$ cat config.mk
export PLATFORM = sky130hd
export DESIGN_NAME = ldmc_config_bank
export DESIGN_NICKNAME = d
export VERILOG_FILES = /design/src/ldmc_config_bank.v
export VERILOG_INCLUDE_DIRS = /design/src /design/src/pkg
export SDC_FILE = /design/constraint.sdc
export NUM_CORES = 1
export LEC_CHECK = 0
export ABC_AREA = 1
export BUFFER_PORTS_ARGS = -buffer_cell sky130_fd_sc_hd__buf_2
export CAP_MARGIN = 40
export CORE_MARGIN = 2
export CORE_UTILIZATION = 40
export CTS_BUF_LIST = sky130_fd_sc_hd__clkbuf_8
export CTS_CLUSTER_DIAMETER = 200
export DETAILED_ROUTE_END_ITERATION = 6
export GPL_TIMING_DRIVEN = 0
export PLACE_DENSITY = 0.6
export SLEW_MARGIN = 20
export SYNTH_ARGS = -nofsm -noshare
export SYNTH_HDL_FRONTEND = slang
export SYNTH_SLANG_ARGS = --single-unit
export TNS_END_PERCENT = 30
$ cat constraint.sdc
create_clock -name core_clk -period 1.6 [get_ports core_clk]
set_input_delay 0.16 -clock core_clk [delete_from_list [all_inputs] [get_ports core_clk]]
set_output_delay 0.16 -clock core_clk [all_outputs]
set_load 0.02 [all_outputs]
$ cat src/pkg/ldmc_map.vh
// Register map, field positions and reset values of the mode config bank
`ifndef LDMC_MAP_VH
`define LDMC_MAP_VH
// Address layout: logical device number above the configuration index
`define LDMC_IDX_W 8
`define LDMC_LDN_W 3
`define LDMC_ADDR_W 11
`define LDMC_LDN_LSB 8
`define LDMC_LDN_MSB 10
`define LDMC_IDX_MSB 7
// Logical device numbers
`define LDMC_LDN_IDE2 3'h2
`define LDMC_LDN_PP 3'h3
`define LDMC_LDN_SP1 3'h4
`define LDMC_LDN_SP2 3'h5
// Configuration indices
`define LDMC_IDX_GLOBAL_OPT 8'h24
`define LDMC_IDX_ACTIVATE 8'h30
`define LDMC_IDX_MODE 8'hF0
`define LDMC_IDX_OPTION 8'hF1
// Writable bit masks, reserved bits stored as zero
`define LDMC_MASK_GLOBAL 8'h40
`define LDMC_MASK_ACT 8'h01
`define LDMC_MASK_IDE2 8'h01
`define LDMC_MASK_PP 8'hFF
`define LDMC_MASK_SP 8'h03
`define LDMC_MASK_IR 8'h7F
// Reset values
`define LDMC_RST_GLOBAL 8'h00
`define LDMC_RST_ACT 8'h00
`define LDMC_RST_IDE2 8'h00
`define LDMC_RST_PP 8'h38
`define LDMC_RST_SP 8'h00
`define LDMC_RST_IR 8'h00
// Field positions
`define LDMC_FULL_DEC_BIT 6
`define LDMC_ACTIVE_BIT 0
`define LDMC_IDE2_BUF_BIT 0
`define LDMC_PP_MODE_MSB 2
`define LDMC_PP_MODE_LSB 0
`define LDMC_PP_THR_MSB 6
`define LDMC_PP_THR_LSB 3
`define LDMC_PP_ITYPE_BIT 7
`define LDMC_SP_MIDI_BIT 0
`define LDMC_SP_HS_BIT 1
`define LDMC_IR_RXPOL_BIT 0
`define LDMC_IR_TXPOL_BIT 1
`define LDMC_IR_HALF_BIT 2
`define LDMC_IR_MODE_MSB 5
`define LDMC_IR_MODE_LSB 3
`define LDMC_IR_MUX_BIT 6
// Parallel port mode codes
`define LDMC_PP_SPP 3'h0
`define LDMC_PP_EPP19 3'h1
`define LDMC_PP_ECP 3'h2
`define LDMC_PP_PRINTER 3'h4
`define LDMC_PP_EPP17 3'h5
// Infrared protocol codes
`define LDMC_IR_STD 3'h0
`define LDMC_IR_IRDA 3'h1
`define LDMC_IR_ASK 3'h2
// Parallel port interrupt pulse width in cycles
`define LDMC_PP_PULSE_CYC 4
`endif

$ cat src/ldmc_config_bank.v
// Logical device mode configuration registers and the pin logic they steer
//
// Added by the designer: strobed register access.
`default_nettype none
`include "ldmc_map.vh"

// Notes on behaviour
// - Buffer bit clear: second channel data gated by its own buffer enable.
// - Buffer bit set: own enable unused, first channel enable gates data.
// - Disk mode register resets to zero; reserved bits kept zero.
// - Activate register bit 0 controls chip-select and interrupt pins.
// - Inactive without full decode: chip selects and interrupt pin float.
// - Active drives selects; inactive full-decode reads SA13-15; SA12 always.
// - Parallel mode 001 EPP1.9, 101 EPP1.7, 010 ECP.
// - Parallel bits 6:3 hold FIFO threshold, default 0111.
// - Interrupt-type set: pulse request low, then release to float.
// - Interrupt-type clear: request follows nACK level, driven.
// - Interrupt-type ignored in printer and standard modes.
// - Serial bit 0 enables MIDI, cleared at reset.
// - Serial bit 1 enables high speed; reset zero; upper bits zero.
// - Infrared bits 0 and 1 set receive and transmit polarity.
// - Infrared bit 2 selects full or half duplex.
// - Infrared bits 5:3 select standard, IrDA or ASK-IR protocol.
// - Infrared bit 6 routes signals to uart or dedicated pins.
// - Only hard reset restores defaults; soft resets leave registers.
module ldmc_config_bank #(
  parameter PULSE_CYC = `LDMC_PP_PULSE_CYC
) (
  // Clock, reset, enable
  input wire core_clk,
  input wire rstn,
  input wire ce,
  // Register port
  input wire [`LDMC_ADDR_W-1:0] addr,
  input wire [7:0] wr_data,
  input wire wr_stb,
  input wire rd_stb,
  output reg [7:0] rd_data_ff,
  // Disk channel buffer control
  input wire ch1_data_access,
  input wire ch2_data_access,
  output reg first_channel_buffer_enable_ff,
  output reg second_channel_buffer_enable_ff,
  // Second channel pins
  input wire cs_low_req_n,
  input wire cs_high_req_n,
  input wire drive_chip_select_low_i,
  output reg drive_chip_select_low_o_ff,
  output reg drive_chip_select_low_oe_ff,
  input wire drive_chip_select_high_i,
  output reg drive_chip_select_high_o_ff,
  output reg drive_chip_select_high_oe_ff,
  input wire second_channel_irq_input_i,
  output reg second_channel_irq_input_oe_ff,
  input wire general_select_pin_i,
  output reg ch2_irq_ff,
  output reg [3:0] upper_addr_ff,
  output reg upper_addr_valid_ff,
  // Parallel port
  input wire pp_nack_i,
  input wire pp_irq_event,
  output reg pp_irq_o_ff,
  output reg pp_irq_oe_ff,
  output reg pp_epp19_ff,
  output reg pp_epp17_ff,
  output reg pp_ecp_ff,
  output reg [3:0] pp_fifo_thr_ff,
  // Serial ports
  output reg sp1_midi_ff,
  output reg sp1_high_speed_ff,
  output reg sp2_midi_ff,
  output reg sp2_high_speed_ff,
  // Infrared
  input wire uart2_tx,
  input wire ir_tx_busy,
  output reg uart2_rx_ff,
  input wire second_uart_receive_pin,
  output reg second_uart_transmit_pin_ff,
  input wire infrared_receive_pin,
  output reg infrared_transmit_pin_ff,
  output reg ir_irda_ff,
  output reg ir_ask_ff
);

  localparam PW = 4;
  localparam [PW-1:0] PULSE_LEN = PULSE_CYC[PW-1:0];
  localparam PP_IDLE = 1'b0;
  localparam PP_PULSE = 1'b1;

  reg [7:0] global_ff;
  reg [7:0] activate_ff;
  reg [7:0] ide2_mode_ff;
  reg [7:0] pp_mode_ff;
  reg [7:0] sp1_mode_ff;
  reg [7:0] sp2_mode_ff;
  reg [7:0] ir_opt_ff;
  reg pp_state_ff;
  reg [PW-1:0] pp_cnt_ff;
  reg pp_event_d_ff;

  wire [`LDMC_LDN_W-1:0] ldn = addr[`LDMC_LDN_MSB:`LDMC_LDN_LSB];
  wire [`LDMC_IDX_W-1:0] idx = addr[`LDMC_IDX_MSB:0];
  wire hit_global = (idx == `LDMC_IDX_GLOBAL_OPT);
  wire hit_act = (ldn == `LDMC_LDN_IDE2) && (idx == `LDMC_IDX_ACTIVATE);
  wire hit_ide2 = (ldn == `LDMC_LDN_IDE2) && (idx == `LDMC_IDX_MODE);
  wire hit_pp = (ldn == `LDMC_LDN_PP) && (idx == `LDMC_IDX_MODE);
  wire hit_sp1 = (ldn == `LDMC_LDN_SP1) && (idx == `LDMC_IDX_MODE);
  wire hit_sp2 = (ldn == `LDMC_LDN_SP2) && (idx == `LDMC_IDX_MODE);
  wire hit_ir = (ldn == `LDMC_LDN_SP2) && (idx == `LDMC_IDX_OPTION);

  // Register writes; rstn is the hard reset, nothing else clears these
  always @(posedge core_clk or negedge rstn) begin
    if (!rstn) begin
      global_ff <= `LDMC_RST_GLOBAL;
      activate_ff <= `LDMC_RST_ACT;
      ide2_mode_ff <= `LDMC_RST_IDE2;
      pp_mode_ff <= `LDMC_RST_PP;
      sp1_mode_ff <= `LDMC_RST_SP;
      sp2_mode_ff <= `LDMC_RST_SP;
      ir_opt_ff <= `LDMC_RST_IR;
    end else if (ce && wr_stb) begin
      // Masks keep reserved positions at zero
      if (hit_global) begin
        global_ff <= wr_data & `LDMC_MASK_GLOBAL;
      end
      if (hit_act) begin
        activate_ff <= wr_data & `LDMC_MASK_ACT;
      end
      if (hit_ide2) begin
        ide2_mode_ff <= wr_data & `LDMC_MASK_IDE2;
      end
      if (hit_pp) begin
        pp_mode_ff <= wr_data & `LDMC_MASK_PP;
      end
      if (hit_sp1) begin
        sp1_mode_ff <= wr_data & `LDMC_MASK_SP;
      end
      if (hit_sp2) begin
        sp2_mode_ff <= wr_data & `LDMC_MASK_SP;
      end
      if (hit_ir) begin
        ir_opt_ff <= wr_data & `LDMC_MASK_IR;
      end
    end
  end

  // Read data one cycle after the strobe, zero elsewhere and when unmapped
  reg [7:0] nxt_rd_data;
  always @* begin
    nxt_rd_data = 8'h00;
    if (rd_stb) begin
      if (hit_global) begin
        nxt_rd_data = global_ff;
      end else if (hit_act) begin
        nxt_rd_data = activate_ff;
      end else if (hit_ide2) begin
        nxt_rd_data = ide2_mode_ff;
      end else if (hit_pp) begin
        nxt_rd_data = pp_mode_ff;
      end else if (hit_sp1) begin
        nxt_rd_data = sp1_mode_ff;
      end else if (hit_sp2) begin
        nxt_rd_data = sp2_mode_ff;
      end else if (hit_ir) begin
        nxt_rd_data = ir_opt_ff;
      end
    end
  end

  always @(posedge core_clk or negedge rstn) begin
    if (!rstn) begin
      rd_data_ff <= 8'h00;
    end else if (ce) begin
      rd_data_ff <= nxt_rd_data;
    end
  end

  // Second disk channel
  wire ch2_active = activate_ff[`LDMC_ACTIVE_BIT];
  wire full_dec = global_ff[`LDMC_FULL_DEC_BIT];
  wire share_buf = ide2_mode_ff[`LDMC_IDE2_BUF_BIT];

  always @(posedge core_clk or negedge rstn) begin
    if (!rstn) begin
      first_channel_buffer_enable_ff <= 1'b0;
      second_channel_buffer_enable_ff <= 1'b0;
      drive_chip_select_low_o_ff <= 1'b1;
      drive_chip_select_low_oe_ff <= 1'b0;
      drive_chip_select_high_o_ff <= 1'b1;
      drive_chip_select_high_oe_ff <= 1'b0;
      second_channel_irq_input_oe_ff <= 1'b0;
      ch2_irq_ff <= 1'b0;
      upper_addr_ff <= 4'h0;
      upper_addr_valid_ff <= 1'b0;
    end else if (ce) begin
      // Shared buffer lets one external transceiver serve both channels
      first_channel_buffer_enable_ff <= ch1_data_access |
        (share_buf & ch2_data_access);
      second_channel_buffer_enable_ff <= ~share_buf &
        ch2_data_access;
      drive_chip_select_low_o_ff <= cs_low_req_n;
      drive_chip_select_high_o_ff <= cs_high_req_n;
      drive_chip_select_low_oe_ff <= ch2_active;
      drive_chip_select_high_oe_ff <= ch2_active;
      second_channel_irq_input_oe_ff <= 1'b0;
      ch2_irq_ff <= ch2_active & second_channel_irq_input_i;
      // SA12 always arrives on the general select pin
      upper_addr_ff[0] <= general_select_pin_i;
      upper_addr_ff[1] <= drive_chip_select_low_i;
      upper_addr_ff[2] <= drive_chip_select_high_i;
      upper_addr_ff[3] <= second_channel_irq_input_i;
      upper_addr_valid_ff <= ~ch2_active & full_dec;
    end
  end

  // Parallel port mode decode
  wire [2:0] pp_mode = pp_mode_ff[`LDMC_PP_MODE_MSB:`LDMC_PP_MODE_LSB];
  wire pp_pulsed = pp_mode_ff[`LDMC_PP_ITYPE_BIT];
  wire pp_plain = (pp_mode == `LDMC_PP_SPP) ||
    (pp_mode == `LDMC_PP_PRINTER);
  wire pp_rise = pp_irq_event & ~pp_event_d_ff;

  // Interrupt pulse machine; plain modes ignore the type bit
  reg nxt_pp_state;
  reg [PW-1:0] nxt_pp_cnt;
  always @* begin
    nxt_pp_state = pp_state_ff;
    nxt_pp_cnt = pp_cnt_ff;
    case (pp_state_ff)
      PP_IDLE: begin
        if (pp_pulsed && !pp_plain && pp_rise) begin
          nxt_pp_state = PP_PULSE;
          nxt_pp_cnt = PULSE_LEN;
        end
      end
      PP_PULSE: begin
        if (pp_cnt_ff <= 4'h1) begin
          nxt_pp_state = PP_IDLE;
          nxt_pp_cnt = 4'h0;
        end else begin
          nxt_pp_cnt = pp_cnt_ff - 4'h1;
        end
      end
      default: begin
        nxt_pp_state = PP_IDLE;
        nxt_pp_cnt = 4'h0;
      end
    endcase
  end

  always @(posedge core_clk or negedge rstn) begin
    if (!rstn) begin
      pp_state_ff <= PP_IDLE;
      pp_cnt_ff <= 4'h0;
      pp_event_d_ff <= 1'b0;
      pp_irq_o_ff <= 1'b1;
      pp_irq_oe_ff <= 1'b0;
      pp_epp19_ff <= 1'b0;
      pp_epp17_ff <= 1'b0;
      pp_ecp_ff <= 1'b0;
      pp_fifo_thr_ff <= 4'h0;
    end else if (ce) begin
      pp_state_ff <= nxt_pp_state;
      pp_cnt_ff <= nxt_pp_cnt;
      pp_event_d_ff <= pp_irq_event;
      if (pp_pulsed && !pp_plain) begin
        // Low only during the pulse, floating otherwise
        pp_irq_o_ff <= 1'b0;
        pp_irq_oe_ff <= (nxt_pp_state == PP_PULSE);
      end else begin
        pp_irq_o_ff <= pp_nack_i;
        pp_irq_oe_ff <= 1'b1;
      end
      pp_epp19_ff <= (pp_mode == `LDMC_PP_EPP19);
      pp_epp17_ff <= (pp_mode == `LDMC_PP_EPP17);
      pp_ecp_ff <= (pp_mode == `LDMC_PP_ECP);
      pp_fifo_thr_ff <= pp_mode_ff[`LDMC_PP_THR_MSB:`LDMC_PP_THR_LSB];
    end
  end

  // Serial port options
  always @(posedge core_clk or negedge rstn) begin
    if (!rstn) begin
      sp1_midi_ff <= 1'b0;
      sp1_high_speed_ff <= 1'b0;
      sp2_midi_ff <= 1'b0;
      sp2_high_speed_ff <= 1'b0;
    end else if (ce) begin
      sp1_midi_ff <= sp1_mode_ff[`LDMC_SP_MIDI_BIT];
      sp1_high_speed_ff <= sp1_mode_ff[`LDMC_SP_HS_BIT];
      sp2_midi_ff <= sp2_mode_ff[`LDMC_SP_MIDI_BIT];
      sp2_high_speed_ff <= sp2_mode_ff[`LDMC_SP_HS_BIT];
    end
  end

  // Infrared routing, polarity and duplex
  wire rx_pol = ir_opt_ff[`LDMC_IR_RXPOL_BIT];
  wire tx_pol = ir_opt_ff[`LDMC_IR_TXPOL_BIT];
  wire half_dup = ir_opt_ff[`LDMC_IR_HALF_BIT];
  wire [2:0] ir_mode = ir_opt_ff[`LDMC_IR_MODE_MSB:`LDMC_IR_MODE_LSB];
  wire alt_pins = ir_opt_ff[`LDMC_IR_MUX_BIT];
  // Reserved protocol codes behave as the standard one
  wire ir_on = (ir_mode == `LDMC_IR_IRDA) ||
    (ir_mode == `LDMC_IR_ASK);
  wire ir_tx = uart2_tx ^ tx_pol;
  wire ir_rx_raw = (alt_pins ? infrared_receive_pin :
    second_uart_receive_pin) ^ rx_pol;
  // Half duplex blanks receive so our own echo is not read back
  wire ir_rx = (half_dup && ir_tx_busy) ? 1'b0 : ir_rx_raw;

  always @(posedge core_clk or negedge rstn) begin
    if (!rstn) begin
      uart2_rx_ff <= 1'b1;
      second_uart_transmit_pin_ff <= 1'b1;
      infrared_transmit_pin_ff <= 1'b0;
      ir_irda_ff <= 1'b0;
      ir_ask_ff <= 1'b0;
    end else if (ce) begin
      ir_irda_ff <= (ir_mode == `LDMC_IR_IRDA);
      ir_ask_ff <= (ir_mode == `LDMC_IR_ASK);
      uart2_rx_ff <= ir_on ? ir_rx : second_uart_receive_pin;
      second_uart_transmit_pin_ff <= (ir_on && !alt_pins) ? ir_tx :
        uart2_tx;
      infrared_transmit_pin_ff <= (ir_on && alt_pins) ? ir_tx :
        tx_pol;
    end
  end

endmodule // ldmc_config_bank
`default_nettype wire

==> results.toml, run 1 <==
[floorplanning]
pin_count = 77
core_area_um2 = 7687
die_x_um = 92.77
fp.dieH_um = 92.77
initial_core_util_pct = 41.00
num_rows = 32
die_area_um2 = 8605

[logic_synthesis]
yosysSeqAreaShare_pct = 51.93
synth_edf_count = 0
synth.distinct_cells = 41
ys.flop_type = "dfrtp_1"
synth-warning-count = 0
synth_nets = 406
syn_area_um2 = 3152
yosys_register_bits = 65
syn_inst = 366
synthArstFlopShare_pct = 100.0
synth_area_per_cell_um2 = 8.611

[worst_setup_path]
cp_max_fo = 5
crit_required_ns = 1.85
crit_chain = "inv_1 > a21oi_2 > nand3_1 > a21oi_4 > o21ai_0 > o211ai_1"
arrival_ns = 1.65
criticalPathCategory = "register to register"
cp-end-kind = "register"
cp-start-kind = "register"
cpPeakStageDelay_ns = 0.41
cp_slowest_cell = "dfrtp_1"
r2r_setup_slack_ns = 0.20

[power]
ir_drop_v = 0.0004327
finalPower_mw = 3.683
leakagePower_nw = 2.052
p_per_area_nw_per_um2 = 946.1

[placed_design]
io_buffers = 74
placed_cell_area_um2 = 3672
dpl.hpwl_um = 5802
gp_congestion = 0.8805
dp.cells = 543

[sta]
period_needed_ns = 1.398
drv_slew = 0
finalCritPeriodShare_pct = 87.35
relSlewSlack_pct = 60.74
hold_viol = 0
max_slew.worst_pin.slew_ns = 0.5890
fin_skew_ns = 0.006112
setup_viol = 0
whs_ns = 0.007423
finalSetupTns_ns = 0
rsz0062_at_grt = "no"
fmax_ghz = 0.7155

[route]
first_pass_iters = 4
vias = 2682
drcViolationCount = 0
wl_per_cell_um = 14.01
final_antenna_net_count = 0
drt_iter0_drc = 98
drt-vias-per-instance = 4.789
routed_wl_um = 7846

[hold_path]
hold_path_class = "input port to register"

[clock_tree]
numCtsBuffers = 9
cts_buffer_depth = 2
cts_max_level = 3
insertion_delay_ns = 0.34
post_cts_buffers = 0
cts-root-buf = "clkbuf_8"
cts_sinks = 65
cts_tree = "built"
cts.clk_slew.worst_paths_ns = 0.07

[final_layout]
fin_cells = 560
final_cell_mix = "nand2_1, buf_2, dfrtp_1, inv_1, nand3_1"
final_common_cell = "nand2_1"
finalNetCount = 493
area_growth_pct = 23.50
finalInstanceArea_um2 = 3892
diodes = 0
drive_gt1_share_pct = 31.00

[global_routing]
grt-ovfl-total = 0
grt_pass1_vias = 2686
grt_usage_pct = 19.60
grt_pass1_wl_um = 12960
antenna_found_initial = 0
grt_max_degree = 38

[run]
cap_violations = 0

[outcome]
status = "finished, final reports clean"
## routing by layer
layer	global-route usage [%]	wire [um]
met5	0	0
met4	6.863	132
met3	4.312	327
met2	32.25	3688
met1	25.55	3698
## cells in the mapped netlist (all sizes together) (2+ instances only)
cell type | count | area, um2
nand2 | 125 | 496.7
dfrtp | 57 | 1426
inv | 41 | 156.4
o21ai | 33 | 217.7
nand3 | 30 | 155.1
nor2 | 20 | 108.9
a21oi | 8 | 47.55
dfstp | 8 | 210.2
buf | 7 | 53.79
nor3 | 6 | 63.81
clkbuf | 5 | 18.77
nand4 | 4 | 25.02
o31ai | 3 | 22.52
a31oi | 2 | 12.51
ha | 2 | 25.02
o211ai | 2 | 15.01
o22ai | 2 | 12.51
xor2 | 2 | 17.52
## where the power goes
part | switching (mW) | internal (mW) | leakage (nW)
sequential | 0.0470 | 1.74 | 0.837
combinational | 0.323 | 0.169 | 1.10
clock | 0.616 | 0.789 | 0.112
total | 0.986 | 2.70 | 2.05
## per-stage QoR
| step | setup slack, ns | util (%) |
|---|---|---|
| 6_report | 0.2024 | 50.63 |
| 5_1_grt | 0.04297 | 50.63 |
| 4_1_cts | 0.07799 | 50.49 |
| 3_5_place_dp | 0.09883 | 47.77 |
| 3_3_place_gp | 0.06100 | 47.48 |
| 2_1_floorplan | 0.3857 | - |
## kinds of logic (layout without fill, tap and decap cells)
group | count (synthesis) | after routing | share of synthesized area [%]
AND/OR/NAND/NOR | 186 | 186 | 27.15
multiplexers | 1 | 1 | 0.3176
adder cells (fa/ha/maj) | 2 | 2 | 0.7938
other | 1 | 1 | 0.1190
XOR/XNOR | 3 | 3 | 0.8338
buffers and inverters | 54 | 146 | 7.384
flip-flops | 65 | 65 | 51.93
AO/OA/AOI/OAI | 54 | 54 | 11.47
## worst paths after layout
| kind | cells after the start | to | from |
|---|---|---|---|
| max in group asynchronous | 3 | drive_chip_select_low_o_ff | rstn |
| min reg2reg | 2 | drive_chip_select_low_o_ff | drive_chip_select_low_o_ff |
| max | 6 | pp_irq_oe_ff | pp_mode_ff[0] |
| min | 3 | drive_chip_select_low_o_ff | cs_low_req_n |
| min in group asynchronous | 2 | ir_opt_ff[6] | rstn |
| max reg2reg | 6 | pp_irq_oe_ff | pp_mode_ff[0] |
## layout make-up
class | count | area (um2)
timing repair buffer | 76 | 402.9
clock inverter | 5 | 47.55
multi-input combinational | 247 | 1294
sequential | 65 | 1637
fill | 794 | 3795
inverter | 42 | 160.2
clock buffer | 11 | 151.4
tap | 102 | 127.6
buffer | 12 | 72.57
## critical path: cells and delay by family (launching register included)
| family | cells | cell delay, ns |
|---|---|---|
| simple gates | 1 | 0.14 |
| buf+inv | 1 | 0.11 |
| flops | 1 | 0.41 |
| compound gates | 4 | 0.65 |
## sequential cells by signal, summed over array words and instances (netlist names), 2 cells and up
name,flops
ir_opt_ff,7
sp2_mode_ff,2
pp_mode_ff,8
pp_fifo_thr_ff,4
pp_cnt_ff,4
rd_data_ff,8
upper_addr_ff,4
sp1_mode_ff,2
## repair_timing
action	CTS	global route
hold buffers	1	0
endpoints found under the setup margin	0	4
endpoints found under the hold margin	22	0
gates resized for setup	0	2
(Power assumes the default switching activity.)
==> inputs of run 2 (changes only) <==
--- a/config.mk
+++ b/config.mk
@@ -16,6 +16,7 @@
 export DETAILED_ROUTE_END_ITERATION = 6
 export GPL_TIMING_DRIVEN = 0
 export PLACE_DENSITY = 0.6
+export REMOVE_ABC_BUFFERS = 1
 export SLEW_MARGIN = 20
 export SYNTH_ARGS = -nofsm -noshare
 export SYNTH_HDL_FRONTEND = slang
==> run 2 against run 1 <==
Net effect: final cell count decreased by 1.8%; clock skew increased by 0.0015 ns; hold slack improved by 0.025 ns; global-route usage decreased by 2.2 points; sequential share of layout area increased by 0.59 points; non-clock buffer count decreased by 10; count of clock-buffer cells in the layout decreased by 1; power decreased by 1.8%; worst setup slack got worse by 0.041 ns; core utilization decreased by 0.70 points; sequential cell count unchanged; critical endpoint is now ir_opt_ff[0]; highest routed layer unchanged.
==> results.toml, run 2 (synthesis gave the netlist of run 1 again) <==
[global_routing]
grt_pass1_vias = 2477
grt-ovfl-total = 0
grt_usage_pct = 17.44
antenna_found_initial = 0
grt_pass1_wl_um = 11600
grt_max_degree = 50

[route]
drt_iter0_drc = 123
final_antenna_net_count = 0
drcViolationCount = 0
drt-vias-per-instance = 4.669
routed_wl_um = 6933
wl_per_cell_um = 12.61
first_pass_iters = 4
vias = 2568

[clock_tree]
cts_sinks = 65
post_cts_buffers = 0
cts_tree = "built"
cts.clk_slew.worst_paths_ns = 0.07
cts_max_level = 3
cts-root-buf = "clkbuf_8"
cts_buffer_depth = 2
insertion_delay_ns = 0.33
numCtsBuffers = 9

[floorplanning]
num_rows = 32
core_area_um2 = 7687
die_x_um = 92.77
pin_count = 77
initial_core_util_pct = 41.00
fp.dieH_um = 92.77
die_area_um2 = 8605

[worst_setup_path]
path_buf_inv = 2
cp-end-kind = "register"
cp-start-kind = "input port"
cp_slowest_cell = "buf_2"
arrival_ns = 1.65
crit_required_ns = 1.81
criticalPathCategory = "input port to register"
cp_max_fo = 28
cp_common_cell = "nand2_1"
critical_path.top_delay_family = "buffers and inverters"
crit_chain = "buf_2 > nand2_1 > inv_1 > nand2_2 > nand2_1 > o21ai_2"
cpPeakStageDelay_ns = 0.51

[sta]
drv_slew = 0
setup_viol = 0
setup_slack_ns = 0.1611
rsz0062_at_grt = "no"
max_slew.worst_pin.slew_ns = 0.6480
relSlewSlack_pct = 56.80
fin_skew_ns = 0.007639
period_needed_ns = 1.439
hold_viol = 0
finalSetupTns_ns = 0
finalCritPeriodShare_pct = 89.93
fmax_ghz = 0.6950

[final_layout]
final_cell_mix = "nand2_1, buf_2, dfrtp_1, inv_1, nand3_1"
reg_top3 = "pp_mode_ff x8, rd_data_ff x8, ir_opt_ff x7"
diodes = 0
finalNetCount = 483
final_common_cell = "nand2_1"
fin_cells = 550
n_fill_cell = 781
area_growth_pct = 21.79
finalInstanceArea_um2 = 3839
drive_gt1_share_pct = 30.80

[power]
finalPower_mw = 3.615
leakagePower_nw = 2.038
ir_drop_v = 0.0004001
p_per_area_nw_per_um2 = 941.8

[hold_path]
hold_path_class = "input port to register"

[outcome]
status = "finished, final reports clean"

[placed_design]
gp_congestion = 0.8300
pre_cts_slack_ns = -0.5992
io_buffers = 75
dp.cells = 532
placed_cell_area_um2 = 3613
dpl.hpwl_um = 4936

[run]
cap_violations = 0
## run 2: cell type report
cell class / count / area (um2) / area share [%]
timing repair buffer: 78 / 425.4 / 11.08
tap: 102 / 127.6 / 3.325
clock inverter: 6 / 52.55 / 1.369
multi-input combinational: 247 / 1291 / 33.64
inverter: 42 / 167.7 / 4.368
clock buffer: 10 / 137.6 / 3.585
sequential: 65 / 1637 / 42.63
## run 2: worst reg2reg max path, delay by kind of cell, from the launching register on
kind	cells	cell delay (ns)
AOI/OAI and AO/OA	4	0.67
DFF	1	0.42
and+or+nand+nor	1	0.11
buffers and inverters	1	0.09
## run 2: repair_timing
| item | CTS | global route |
|---|---|---|
| gates resized for setup | 1 | 3 |
| hold buffers | 2 | 0 |
| hold endpoints to repair | 17 | 0 |
| setup endpoints to repair | 6 | 6 |
## run 2: where the power goes
| group | switching (mW) | total, mW | leakage (nW) | internal, mW |
|---|---|---|---|---|
| clock network | 0.606 | 1.35 | 0.108 | 0.743 |
| logic | 0.315 | 0.482 | 1.09 | 0.167 |
| registers | 0.0458 | 1.78 | 0.837 | 1.74 |
| total | 0.967 | 3.62 | 2.04 | 2.65 |
## run 2: path summary, 6_finish.rpt
kind                                                 start                    endpoint  slack, ns  cells after the start
worst max-delay path                                    ce                ir_opt_ff[0]       0.16                      6
worst min-delay path               drive_chip_select_low_i            upper_addr_ff[1]       0.03                      3
worst max register to register               pp_mode_ff[1]                pp_irq_oe_ff       0.22                      6
worst min register to register  drive_chip_select_low_o_ff  drive_chip_select_low_o_ff       0.47                      2
max in group asynchronous                             rstn  drive_chip_select_low_o_ff       0.79                      3
min in group asynchronous                             rstn                  ir_irda_ff       0.24                      2
## run 2: per-layer routing
metal | part of all wire, % | GRT usage (%) | wire [um]
met4 | 1.6 | 8.456 | 114
met1 | 47 | 22.67 | 3260
met3 | 3.5 | 3.173 | 241
met5 | 0 | 0 | 0
met2 | 48 | 28.08 | 3316
## run 2: stage by stage
stage / utilization (%) / hold WS [ns]
after detailed placement: 47.01 / 0.05079
after global routing: 49.93 / 0.03805
after floorplan: - / -0.1356
after CTS: 49.79 / 0.01280
after global placement: 46.60 / 0.3670
final: 49.93 / 0.03240
